[src/design/rip_pkg.sv]
package rip_pkg;
    // Register bus shape
    localparam int DATA_W = 16;
    localparam int ADDR_W = 4;

    // Register offsets (word index on the plain port)
    localparam logic [ADDR_W-1:0] ADDR_SYS_CTRL = 4'h0;
    localparam logic [ADDR_W-1:0] ADDR_GPIO_DIR = 4'h1;
    localparam logic [ADDR_W-1:0] ADDR_GPIO_OUT = 4'h2;
    localparam logic [ADDR_W-1:0] ADDR_GPIO_IN  = 4'h3;
    localparam logic [ADDR_W-1:0] ADDR_IRQ_STAT = 4'h4;
    localparam logic [ADDR_W-1:0] ADDR_IRQ_CLR  = 4'h5;
    localparam logic [ADDR_W-1:0] ADDR_IRQ_EN   = 4'h6;

    // system_control_status fields
    localparam int CLK_FUNC_BIT  = 0;
    localparam int IRQ1_RISE_BIT = 1;
    localparam int IRQ2_RISE_BIT = 2;
    localparam int CLK_SEL_BIT   = 14;
    localparam logic [DATA_W-1:0] SYS_CTRL_MASK = 16'h4007;
    localparam logic [DATA_W-1:0] SYS_CTRL_RST  = 16'h0000;

    // General-purpose pin bits
    localparam int GPIO_W      = 3;
    localparam int GPIO_A2_BIT = 0;
    localparam int GPIO_D0_BIT = 1;
    localparam int GPIO_E0_BIT = 2;
    localparam logic [GPIO_W-1:0] GPIO_DIR_RST = 3'h0;
    localparam logic [GPIO_W-1:0] GPIO_OUT_RST = 3'h0;

    // Event bits of status, clear and enable
    localparam int EV_W          = 4;
    localparam int EV_FAULT_A    = 0;
    localparam int EV_FAULT_B    = 1;
    localparam int EV_IRQ1       = 2;
    localparam int EV_IRQ2       = 3;
    localparam logic [EV_W-1:0] EV_RST = 4'h0;

    // Synchroniser lanes
    localparam int SYNC_N      = 9;
    localparam int SY_FAULT_A  = 0;
    localparam int SY_FAULT_B  = 1;
    localparam int SY_IRQ1     = 2;
    localparam int SY_IRQ2     = 3;
    localparam int SY_PORT_E0  = 4;
    localparam int SY_RST_PIN  = 5;
    localparam int SY_EMU_OFF  = 6;
    localparam int SY_WD_CLK   = 7;
    localparam int SY_OSC_IN   = 8;

    // Length of the reset pulse driven out after a watchdog overflow
    localparam int WD_PULSE_CYCLES = 8;
    localparam int WD_CNT_W        = 8;

    typedef enum logic [1:0] {
        ST_HELD    = 2'b00,
        ST_RESTART = 2'b01,
        ST_RUN     = 2'b10
    } rip_rst_e;
endpackage

[src/design/rip_sync_if.sv]
`timescale 1ns/10ps
interface rip_sync_if #(
    parameter int N = 9
);
    logic [N-1:0] raw;
    logic [N-1:0] rise_sel;
    logic [N-1:0] level;
    logic [N-1:0] edge_hit;

    modport det (
        input  raw,
        input  rise_sel,
        output level,
        output edge_hit
    );
    modport user (
        output raw,
        output rise_sel,
        input  level,
        input  edge_hit
    );
endinterface

[src/design/rip_pins.sv]
`timescale 1ns/10ps
module rip_pins #(
    parameter int WD_PULSE_CYCLES = rip_pkg::WD_PULSE_CYCLES
) (
    // Clock and reset
    input  wire logic                      clk_i,
    input  wire logic                      rst_n_i,
    // Register port
    input  wire logic [rip_pkg::ADDR_W-1:0] addr_i,
    input  wire logic [rip_pkg::DATA_W-1:0] wdata_i,
    input  wire logic                      wr_i,
    input  wire logic                      rd_i,
    output logic      [rip_pkg::DATA_W-1:0] rdata_o,
    output logic                           irq_o,
    // System reset pin and core control
    input  wire logic                      system_reset_n_i,
    output logic                           system_reset_n_o,
    output logic                           system_reset_n_oe_o,
    input  wire logic                      watchdog_overflow_i,
    output logic                           exec_enable_o,
    output logic                           program_counter_clear_o,
    output logic                           fetch_start_o,
    // Drive fault inputs and PWM tri-state
    input  wire logic                      drive_fault_a_n_i,
    input  wire logic                      drive_fault_b_n_i,
    output logic                           pwm_a_hiz_o,
    output logic                           pwm_b_hiz_o,
    // User interrupt pins with port functions
    input  wire logic                      user_irq_1_i,
    output logic                           user_irq_1_o,
    output logic                           user_irq_1_oe_o,
    input  wire logic                      user_irq_2_i,
    output logic                           user_irq_2_o,
    output logic                           user_irq_2_oe_o,
    output logic                           conv_start_trigger_o,
    // Clock output pin
    input  wire logic                      watchdog_clock_i,
    input  wire logic                      cpu_clock_out_i,
    output logic                           cpu_clock_out_o,
    output logic                           cpu_clock_out_oe_o,
    // Oscillator pins
    input  wire logic                      osc_in_i,
    input  wire logic                      emulation_off_n_i,
    output logic                           osc_out_o,
    output logic                           osc_out_oe_o
);
    if (WD_PULSE_CYCLES < 1 || WD_PULSE_CYCLES > 255) begin : g_bad_pulse
        $error("WD_PULSE_CYCLES must lie in 1..255");
    end

    localparam logic [rip_pkg::WD_CNT_W-1:0] WD_LEN = WD_PULSE_CYCLES[rip_pkg::WD_CNT_W-1:0];

    // Synchronised pins
    rip_sync_if #(.N(rip_pkg::SYNC_N)) sy ();

    rip_sync_edge #(
        .N (rip_pkg::SYNC_N)
    ) u_sync (
        .clk_i   (clk_i),
        .rst_n_i (rst_n_i),
        .sy      (sy)
    );

    logic [rip_pkg::DATA_W-1:0] sys_ctrl_reg;
    logic [rip_pkg::GPIO_W-1:0] gpio_dir_reg;
    logic [rip_pkg::GPIO_W-1:0] gpio_out_reg;
    logic [rip_pkg::EV_W-1:0]   irq_stat_reg;
    logic [rip_pkg::EV_W-1:0]   irq_en_reg;
    logic [rip_pkg::WD_CNT_W-1:0] wd_cnt_reg;
    rip_pkg::rip_rst_e          state_reg;
    rip_pkg::rip_rst_e          state_next;
    logic                       clk_div_reg;

    assign sy.raw = {osc_in_i, watchdog_clock_i, emulation_off_n_i, system_reset_n_i,
                     cpu_clock_out_i, user_irq_2_i, user_irq_1_i,
                     drive_fault_b_n_i, drive_fault_a_n_i};
    assign sy.rise_sel = {5'h00,
                          sys_ctrl_reg[rip_pkg::IRQ2_RISE_BIT],
                          sys_ctrl_reg[rip_pkg::IRQ1_RISE_BIT],
                          2'h0};

    wire core_hold = !rst_n_i || !sy.level[rip_pkg::SY_RST_PIN];

    wire wr_ctrl = wr_i && (addr_i == rip_pkg::ADDR_SYS_CTRL);
    wire wr_dir  = wr_i && (addr_i == rip_pkg::ADDR_GPIO_DIR);
    wire wr_out  = wr_i && (addr_i == rip_pkg::ADDR_GPIO_OUT);
    wire wr_clr  = wr_i && (addr_i == rip_pkg::ADDR_IRQ_CLR);
    wire wr_en   = wr_i && (addr_i == rip_pkg::ADDR_IRQ_EN);

    wire [rip_pkg::EV_W-1:0] ev_hit = {sy.edge_hit[rip_pkg::SY_IRQ2],
                                       sy.edge_hit[rip_pkg::SY_IRQ1],
                                       sy.edge_hit[rip_pkg::SY_FAULT_B],
                                       sy.edge_hit[rip_pkg::SY_FAULT_A]};
    wire [rip_pkg::EV_W-1:0] irq_stat_next =
        ev_hit | (irq_stat_reg & ~(wr_clr ? wdata_i[rip_pkg::EV_W-1:0] : 4'h0));

    wire [rip_pkg::GPIO_W-1:0] gpio_in = {sy.level[rip_pkg::SY_PORT_E0],
                                          sy.level[rip_pkg::SY_IRQ2],
                                          sy.level[rip_pkg::SY_IRQ1]};

    wire [rip_pkg::DATA_W-1:0] read_mux =
        (addr_i == rip_pkg::ADDR_SYS_CTRL) ? sys_ctrl_reg :
        (addr_i == rip_pkg::ADDR_GPIO_DIR) ? {13'h0000, gpio_dir_reg} :
        (addr_i == rip_pkg::ADDR_GPIO_OUT) ? {13'h0000, gpio_out_reg} :
        (addr_i == rip_pkg::ADDR_GPIO_IN)  ? {13'h0000, gpio_in} :
        (addr_i == rip_pkg::ADDR_IRQ_STAT) ? {12'h000, irq_stat_reg} :
        (addr_i == rip_pkg::ADDR_IRQ_EN)   ? {12'h000, irq_en_reg} :
        16'h0000;

    // Register file
    always_ff @(posedge clk_i) begin
        if (core_hold) begin
            sys_ctrl_reg <= rip_pkg::SYS_CTRL_RST;
            gpio_dir_reg <= rip_pkg::GPIO_DIR_RST;
            gpio_out_reg <= rip_pkg::GPIO_OUT_RST;
            irq_stat_reg <= rip_pkg::EV_RST;
            irq_en_reg   <= rip_pkg::EV_RST;
        end else begin
            if (wr_ctrl) begin
                sys_ctrl_reg <= wdata_i & rip_pkg::SYS_CTRL_MASK;
            end
            if (wr_dir) begin
                gpio_dir_reg <= wdata_i[rip_pkg::GPIO_W-1:0];
            end
            if (wr_out) begin
                gpio_out_reg <= wdata_i[rip_pkg::GPIO_W-1:0];
            end
            if (wr_en) begin
                irq_en_reg <= wdata_i[rip_pkg::EV_W-1:0];
            end
            irq_stat_reg <= irq_stat_next;
        end
    end

    // Read data one cycle after the strobe
    always_ff @(posedge clk_i) begin
        if (!rst_n_i) begin
            rdata_o <= 16'h0000;
        end else begin
            rdata_o <= rd_i ? read_mux : 16'h0000;
        end
    end

    always_ff @(posedge clk_i) begin
        if (core_hold) begin
            irq_o <= 1'b0;
        end else begin
            irq_o <= |(irq_stat_next & irq_en_reg);
        end
    end

    always_comb begin
        state_next = state_reg;
        case (state_reg)
            rip_pkg::ST_HELD: begin
                state_next = rip_pkg::ST_RESTART;
            end
            rip_pkg::ST_RESTART: begin
                state_next = rip_pkg::ST_RUN;
            end
            rip_pkg::ST_RUN: begin
                state_next = rip_pkg::ST_RUN;
            end
            default: begin
                state_next = rip_pkg::ST_HELD;
            end
        endcase
        if (core_hold) begin
            state_next = rip_pkg::ST_HELD;
        end
    end

    always_ff @(posedge clk_i) begin
        if (!rst_n_i) begin
            state_reg               <= rip_pkg::ST_HELD;
            exec_enable_o           <= 1'b0;
            program_counter_clear_o <= 1'b1;
            fetch_start_o           <= 1'b0;
        end else begin
            state_reg               <= state_next;
            exec_enable_o           <= (state_next == rip_pkg::ST_RUN);
            program_counter_clear_o <= (state_next == rip_pkg::ST_HELD);
            fetch_start_o           <= (state_next == rip_pkg::ST_RESTART);
        end
    end

    // watchdog reset pulse onto the pin
    always_ff @(posedge clk_i) begin
        if (!rst_n_i) begin
            wd_cnt_reg          <= 8'h00;
            system_reset_n_oe_o <= 1'b0;
        end else begin
            if (watchdog_overflow_i) begin
                wd_cnt_reg <= WD_LEN;
            end else if (wd_cnt_reg != 8'h00) begin
                wd_cnt_reg <= wd_cnt_reg - 8'h01;
            end
            system_reset_n_oe_o <= watchdog_overflow_i || (wd_cnt_reg > 8'h01);
        end
    end

    always_ff @(posedge clk_i) begin
        system_reset_n_o <= 1'b0;
    end

    always_ff @(posedge clk_i) begin
        if (core_hold) begin
            pwm_a_hiz_o <= 1'b0;
            pwm_b_hiz_o <= 1'b0;
        end else begin
            pwm_a_hiz_o <= irq_stat_next[rip_pkg::EV_FAULT_A];
            pwm_b_hiz_o <= irq_stat_next[rip_pkg::EV_FAULT_B];
        end
    end

    // port A bit 2 on irq 1 pin
    // port D bit 0 and start trigger
    always_ff @(posedge clk_i) begin
        if (core_hold) begin
            user_irq_1_o         <= 1'b0;
            user_irq_1_oe_o      <= 1'b0;
            user_irq_2_o         <= 1'b0;
            user_irq_2_oe_o      <= 1'b0;
            conv_start_trigger_o <= 1'b0;
        end else begin
            user_irq_1_o         <= gpio_out_reg[rip_pkg::GPIO_A2_BIT];
            user_irq_1_oe_o      <= gpio_dir_reg[rip_pkg::GPIO_A2_BIT];
            user_irq_2_o         <= gpio_out_reg[rip_pkg::GPIO_D0_BIT];
            user_irq_2_oe_o      <= gpio_dir_reg[rip_pkg::GPIO_D0_BIT];
            conv_start_trigger_o <= sy.edge_hit[rip_pkg::SY_IRQ2];
        end
    end

    // port E bit 0 when clock off
    wire clk_func = sys_ctrl_reg[rip_pkg::CLK_FUNC_BIT];
    wire clk_src  = sys_ctrl_reg[rip_pkg::CLK_SEL_BIT] ? sy.level[rip_pkg::SY_WD_CLK]
                                                        : clk_div_reg;
    always_ff @(posedge clk_i) begin
        if (core_hold) begin
            clk_div_reg        <= 1'b0;
            cpu_clock_out_o    <= 1'b0;
            cpu_clock_out_oe_o <= 1'b0;
        end else begin
            clk_div_reg        <= ~clk_div_reg;
            cpu_clock_out_o    <= clk_func ? clk_src : gpio_out_reg[rip_pkg::GPIO_E0_BIT];
            cpu_clock_out_oe_o <= clk_func || gpio_dir_reg[rip_pkg::GPIO_E0_BIT];
        end
    end

    always_ff @(posedge clk_i) begin
        if (!rst_n_i) begin
            osc_out_o    <= 1'b0;
            osc_out_oe_o <= 1'b0;
        end else begin
            osc_out_o    <= ~sy.level[rip_pkg::SY_OSC_IN];
            osc_out_oe_o <= sy.level[rip_pkg::SY_EMU_OFF];
        end
    end
endmodule

[src/design/rip_sync_edge.sv]
`timescale 1ns/10ps
module rip_sync_edge #(
    parameter int N = 9
) (
    // Clock and reset
    input  wire logic clk_i,
    input  wire logic rst_n_i,
    // Pin lanes
    rip_sync_if.det   sy
);
    logic [N-1:0] meta_reg;
    logic [N-1:0] sync_reg;
    logic [N-1:0] prev_reg;

    // Pins idle high behind their pullups
    always_ff @(posedge clk_i) begin
        if (!rst_n_i) begin
            meta_reg <= '1;
            sync_reg <= '1;
            prev_reg <= '1;
        end else begin
            meta_reg <= sy.raw;
            sync_reg <= meta_reg;
            prev_reg <= sync_reg;
        end
    end

    assign sy.level    = sync_reg;
    assign sy.edge_hit = (sy.rise_sel & sync_reg & ~prev_reg)
                       | (~sy.rise_sel & ~sync_reg & prev_reg);
endmodule

[config.mk]
export PLATFORM = sky130hd
export DESIGN_NAME = rip_pins
export DESIGN_NICKNAME = d
export VERILOG_FILES = /design/src/design/rip_pkg.sv /design/src/design/rip_sync_if.sv /design/src/design/rip_pins.sv /design/src/design/rip_sync_edge.sv
export SDC_FILE = /design/constraint.sdc
export NUM_CORES = 1
export LEC_CHECK = 0
export ABC_AREA = 1
export BUFFER_PORTS_ARGS = -buffer_cell sky130_fd_sc_hd__buf_2
export CORE_UTILIZATION = 55
export CTS_BUF_LIST = sky130_fd_sc_hd__clkbuf_8 sky130_fd_sc_hd__clkbuf_16
export DETAILED_ROUTE_END_ITERATION = 10
export PLACE_DENSITY = 0.91
export SLEW_MARGIN = 20
export SYNTH_ARGS = -nofsm -noshare
export SYNTH_HDL_FRONTEND = slang
export SYNTH_SLANG_ARGS = --single-unit
[constraint.sdc]
create_clock -name clk_i -period 3.1 [get_ports clk_i]
set_input_delay 0.155 -clock clk_i [delete_from_list [all_inputs] [get_ports clk_i]]
set_output_delay 0.155 -clock clk_i [all_outputs]
set_load 0.02 [all_outputs]
==> impl_metrics.tcl <==
set metrics [dict create \
    insertion_delay_ps 340 \
    final_cell_mix "dfxtp_1, nand2_1, buf_2" \
    core_um2 4470 \
    cts_buffers 9 \
    clock_sinks 70 \
    drt-total-wl_mm 4.92 \
    area_delta_synth_final_pct 16.7 \
    root_buffer "clkbuf_8" \
    antenna_found_initial 0 \
    final_common_cell "dfxtp_1" \
    num_rows 24 \
    rr_endpoint "wd_cnt_reg[6]$_SDFFE_PP0P_" \
    rsz0062_at_grt "false" \
    synth_area_um2 2630 \
    grt_max_degree 23 \
    cp-start-kind "flip-flop" \
    grt_first_pass_wirelength_mm 8.14 \
    peakVddDrop_uv 403 \
    h-tree-depth 3 \
    maxCapViolations 0 \
    critPathRequiredTime_ps 3390 \
    worstHoldEndpoint "u_sync.meta_reg[6]$_SDFF_PN1_" \
    post_cts_buffers 0 \
    clk_pin_slew_ps 70 \
    start_util_pct 58.8 \
    dieArea_um2 5060 \
    power_w 0.00187 \
    cts.repair.resized 0 \
    hold_depth 2 \
    yosysWarnings 0 \
    cp_cell_sequence "inv_1 > ha_1 > nand2_1 > nor2_1 > nor2_1 > inv_2 > a21oi_1 > o21a_1" \
    drc 6 \
    place.gp.congestion 0.934 \
    drive_gt1_share_pct 24.0 \
    avgSynthCellArea_um2 8.17 \
    reg2reg_depth 8 \
    crit_top_cell "nor2_1" \
    first_pass_iters 7 \
    post-place-cells 410 \
    ys_seq_area_share_pct 53.3 \
    path_buf_inv 2 \
    synth_cell_types 26 \
    skew_ps 5.30 \
    fin_ws_ps 1800 \
    vias 2074 \
    ff2ff_setup_slack_ps 1800 \
    crit_path_start "wd_cnt_reg[0]$_SDFFE_PP0P_" \
    antenna_left 0 \
    hold_start "emulation_off_n_i" \
    syn_inst 322 \
    pre_cts_ws_ps 1730 \
    hold_viol_final 0 \
    path_delay_family "flip-flops" \
    period_minus_slack_ps 1300 \
    violations "DRC" \
    hpwl_mm 3.47 \
    ioPinCount 67 \
    maxSlewViolCount 0 \
    die_y_um 71.2 \
    cp_max_fo 4 \
    finalCritPeriodShare_pct 41.9 \
    cp_slowest_cell "dfxtp_1" \
    min_path_type "input port to flip-flop" \
    setup_viol 0 \
    r2r-start "wd_cnt_reg[0]$_SDFFE_PP0P_" \
    p_leak_nw 1.42 \
    die_x_um 71.2 \
    path_class "flip-flop to flip-flop" \
    wl_per_cell_um 11.4 \
    num_antenna_cells 0 \
    cts_hold_buf 6 \
    drt_iter0_drc 135 \
    power_density_nw_per_um2 609 \
    ys_ff_latch 70 \
    worstPathArrival_ps 1590 \
    port_buffers 43 \
    fill_cells 360 \
    grtUsageTotal_pct 21.2 \
    vias_per_cell 4.81 \
    cts_tree "yes" \
    tns_ps 0 \
    outcome "finished with violations" \
    global_route.overflow_total 0 \
    cpPeakStageDelay_ps 370 \
    grt_pass1_vias 1892 \
    fin_nets 414 \
    cp-end-kind "flip-flop" \
    instances_no_fill 431 \
    timing.fmax_ghz 0.769 \
    clock_path_buffers 2 \
]
layer usage:
layer | up-vias | GRT usage [%] | part of all wire, %
met1 | 904 | 25.1 | 44
met2 | 70 | 36.2 | 49
met5 | - | 0 | 0
li1 | 1095 | - | -
met3 | 5 | 6.98 | 6.2
met4 | 0 | 6.67 | 1.1
power breakdown:
group / internal, W / leakage (nW) / switching (W)
combinational: 0.0000967 / 0.767 / 0.000178
sequential: 0.000953 / 0.573 / 0.0000245
clock: 0.000300 / 0.0800 / 0.000317
total: 0.00135 / 1.42 / 0.000520
worst max path at each step:
stage                                                    end  slack, ps  depth (start not counted)
after floorplan                   wd_cnt_reg[6]$_SDFFE_PP0P_       1930                          8
after detailed placement  program_counter_clear_o$_SDFF_PN1_       1730                          6
after global routing              wd_cnt_reg[6]$_SDFFE_PP0P_       1640                          8
after global placement    program_counter_clear_o$_SDFF_PN1_       1730                          6
after CTS                         wd_cnt_reg[6]$_SDFFE_PP0P_       1790                          8
final                             wd_cnt_reg[6]$_SDFFE_PP0P_       1800                          8
cell families (layout without fill, tap and decap cells):
kind of cell             count (synthesis)  count (layout)  synth area share, %
AND/OR/NAND/NOR                        128             128                 22.1
adder cells (fa/ha/maj)                  4               4                 1.90
other                                    1              12                0.143
XOR/XNOR                                 1               1                0.333
buffers and inverters                   61             107                 10.6
AO/OA/AOI/OAI                           57              57                 11.7
flip-flops                              70              70                 53.3
cell type report:
type	count	area, um2	area share, %
clock buffers	10	138	4.49
repair buffers	50	285	9.30
inverters	43	161	5.26
multi-input cells	202	992	32.3
flip-flops and latches	70	1400	45.7
clock inverters	4	25.0	0.816
well taps	52	65.1	2.12
synthesized netlist by cell type:
master	instances	area share, %
dfxtp_1	70	53
xnor2_1	1	0.33
o21ai_1	16	3.0
nand2_2	1	0.24
buf_4	12	3.4
ha_1	4	1.9
o211ai_1	3	0.86
nor3_1	1	0.19
inv_1	33	4.7
a211oi_1	3	0.86
nor3_4	1	0.62
o21a_1	2	0.57
clkbuf_1	3	0.43
nor2_2	2	0.48
nor2_1	36	5.1
nand4_1	2	0.48
nand3_1	11	2.1
nand2_1	54	7.7
conb_1	1	0.14
a21oi_1	25	4.8
nor2_4	2	0.86
or2_2	18	4.3
inv_2	10	1.4
o21ai_0	7	1.3
a22oi_1	1	0.29
buf_2	3	0.57
per-stage QoR:
| step | util, % | cell area [um2] | hold WS [ps] |
|---|---|---|---|
| finish | 68.6 | 3070 | 13.2 |
| global route | 68.6 | 3070 | 10.0 |
| CTS | 68.3 | 3060 | 0.256 |
| detailed placement | 63.4 | 2840 | 342 |
| global placement | 63.4 | 2840 | 339 |
| floorplan | - | 2670 | 262 |
Note: power is estimated with default switching activity, not from simulation.
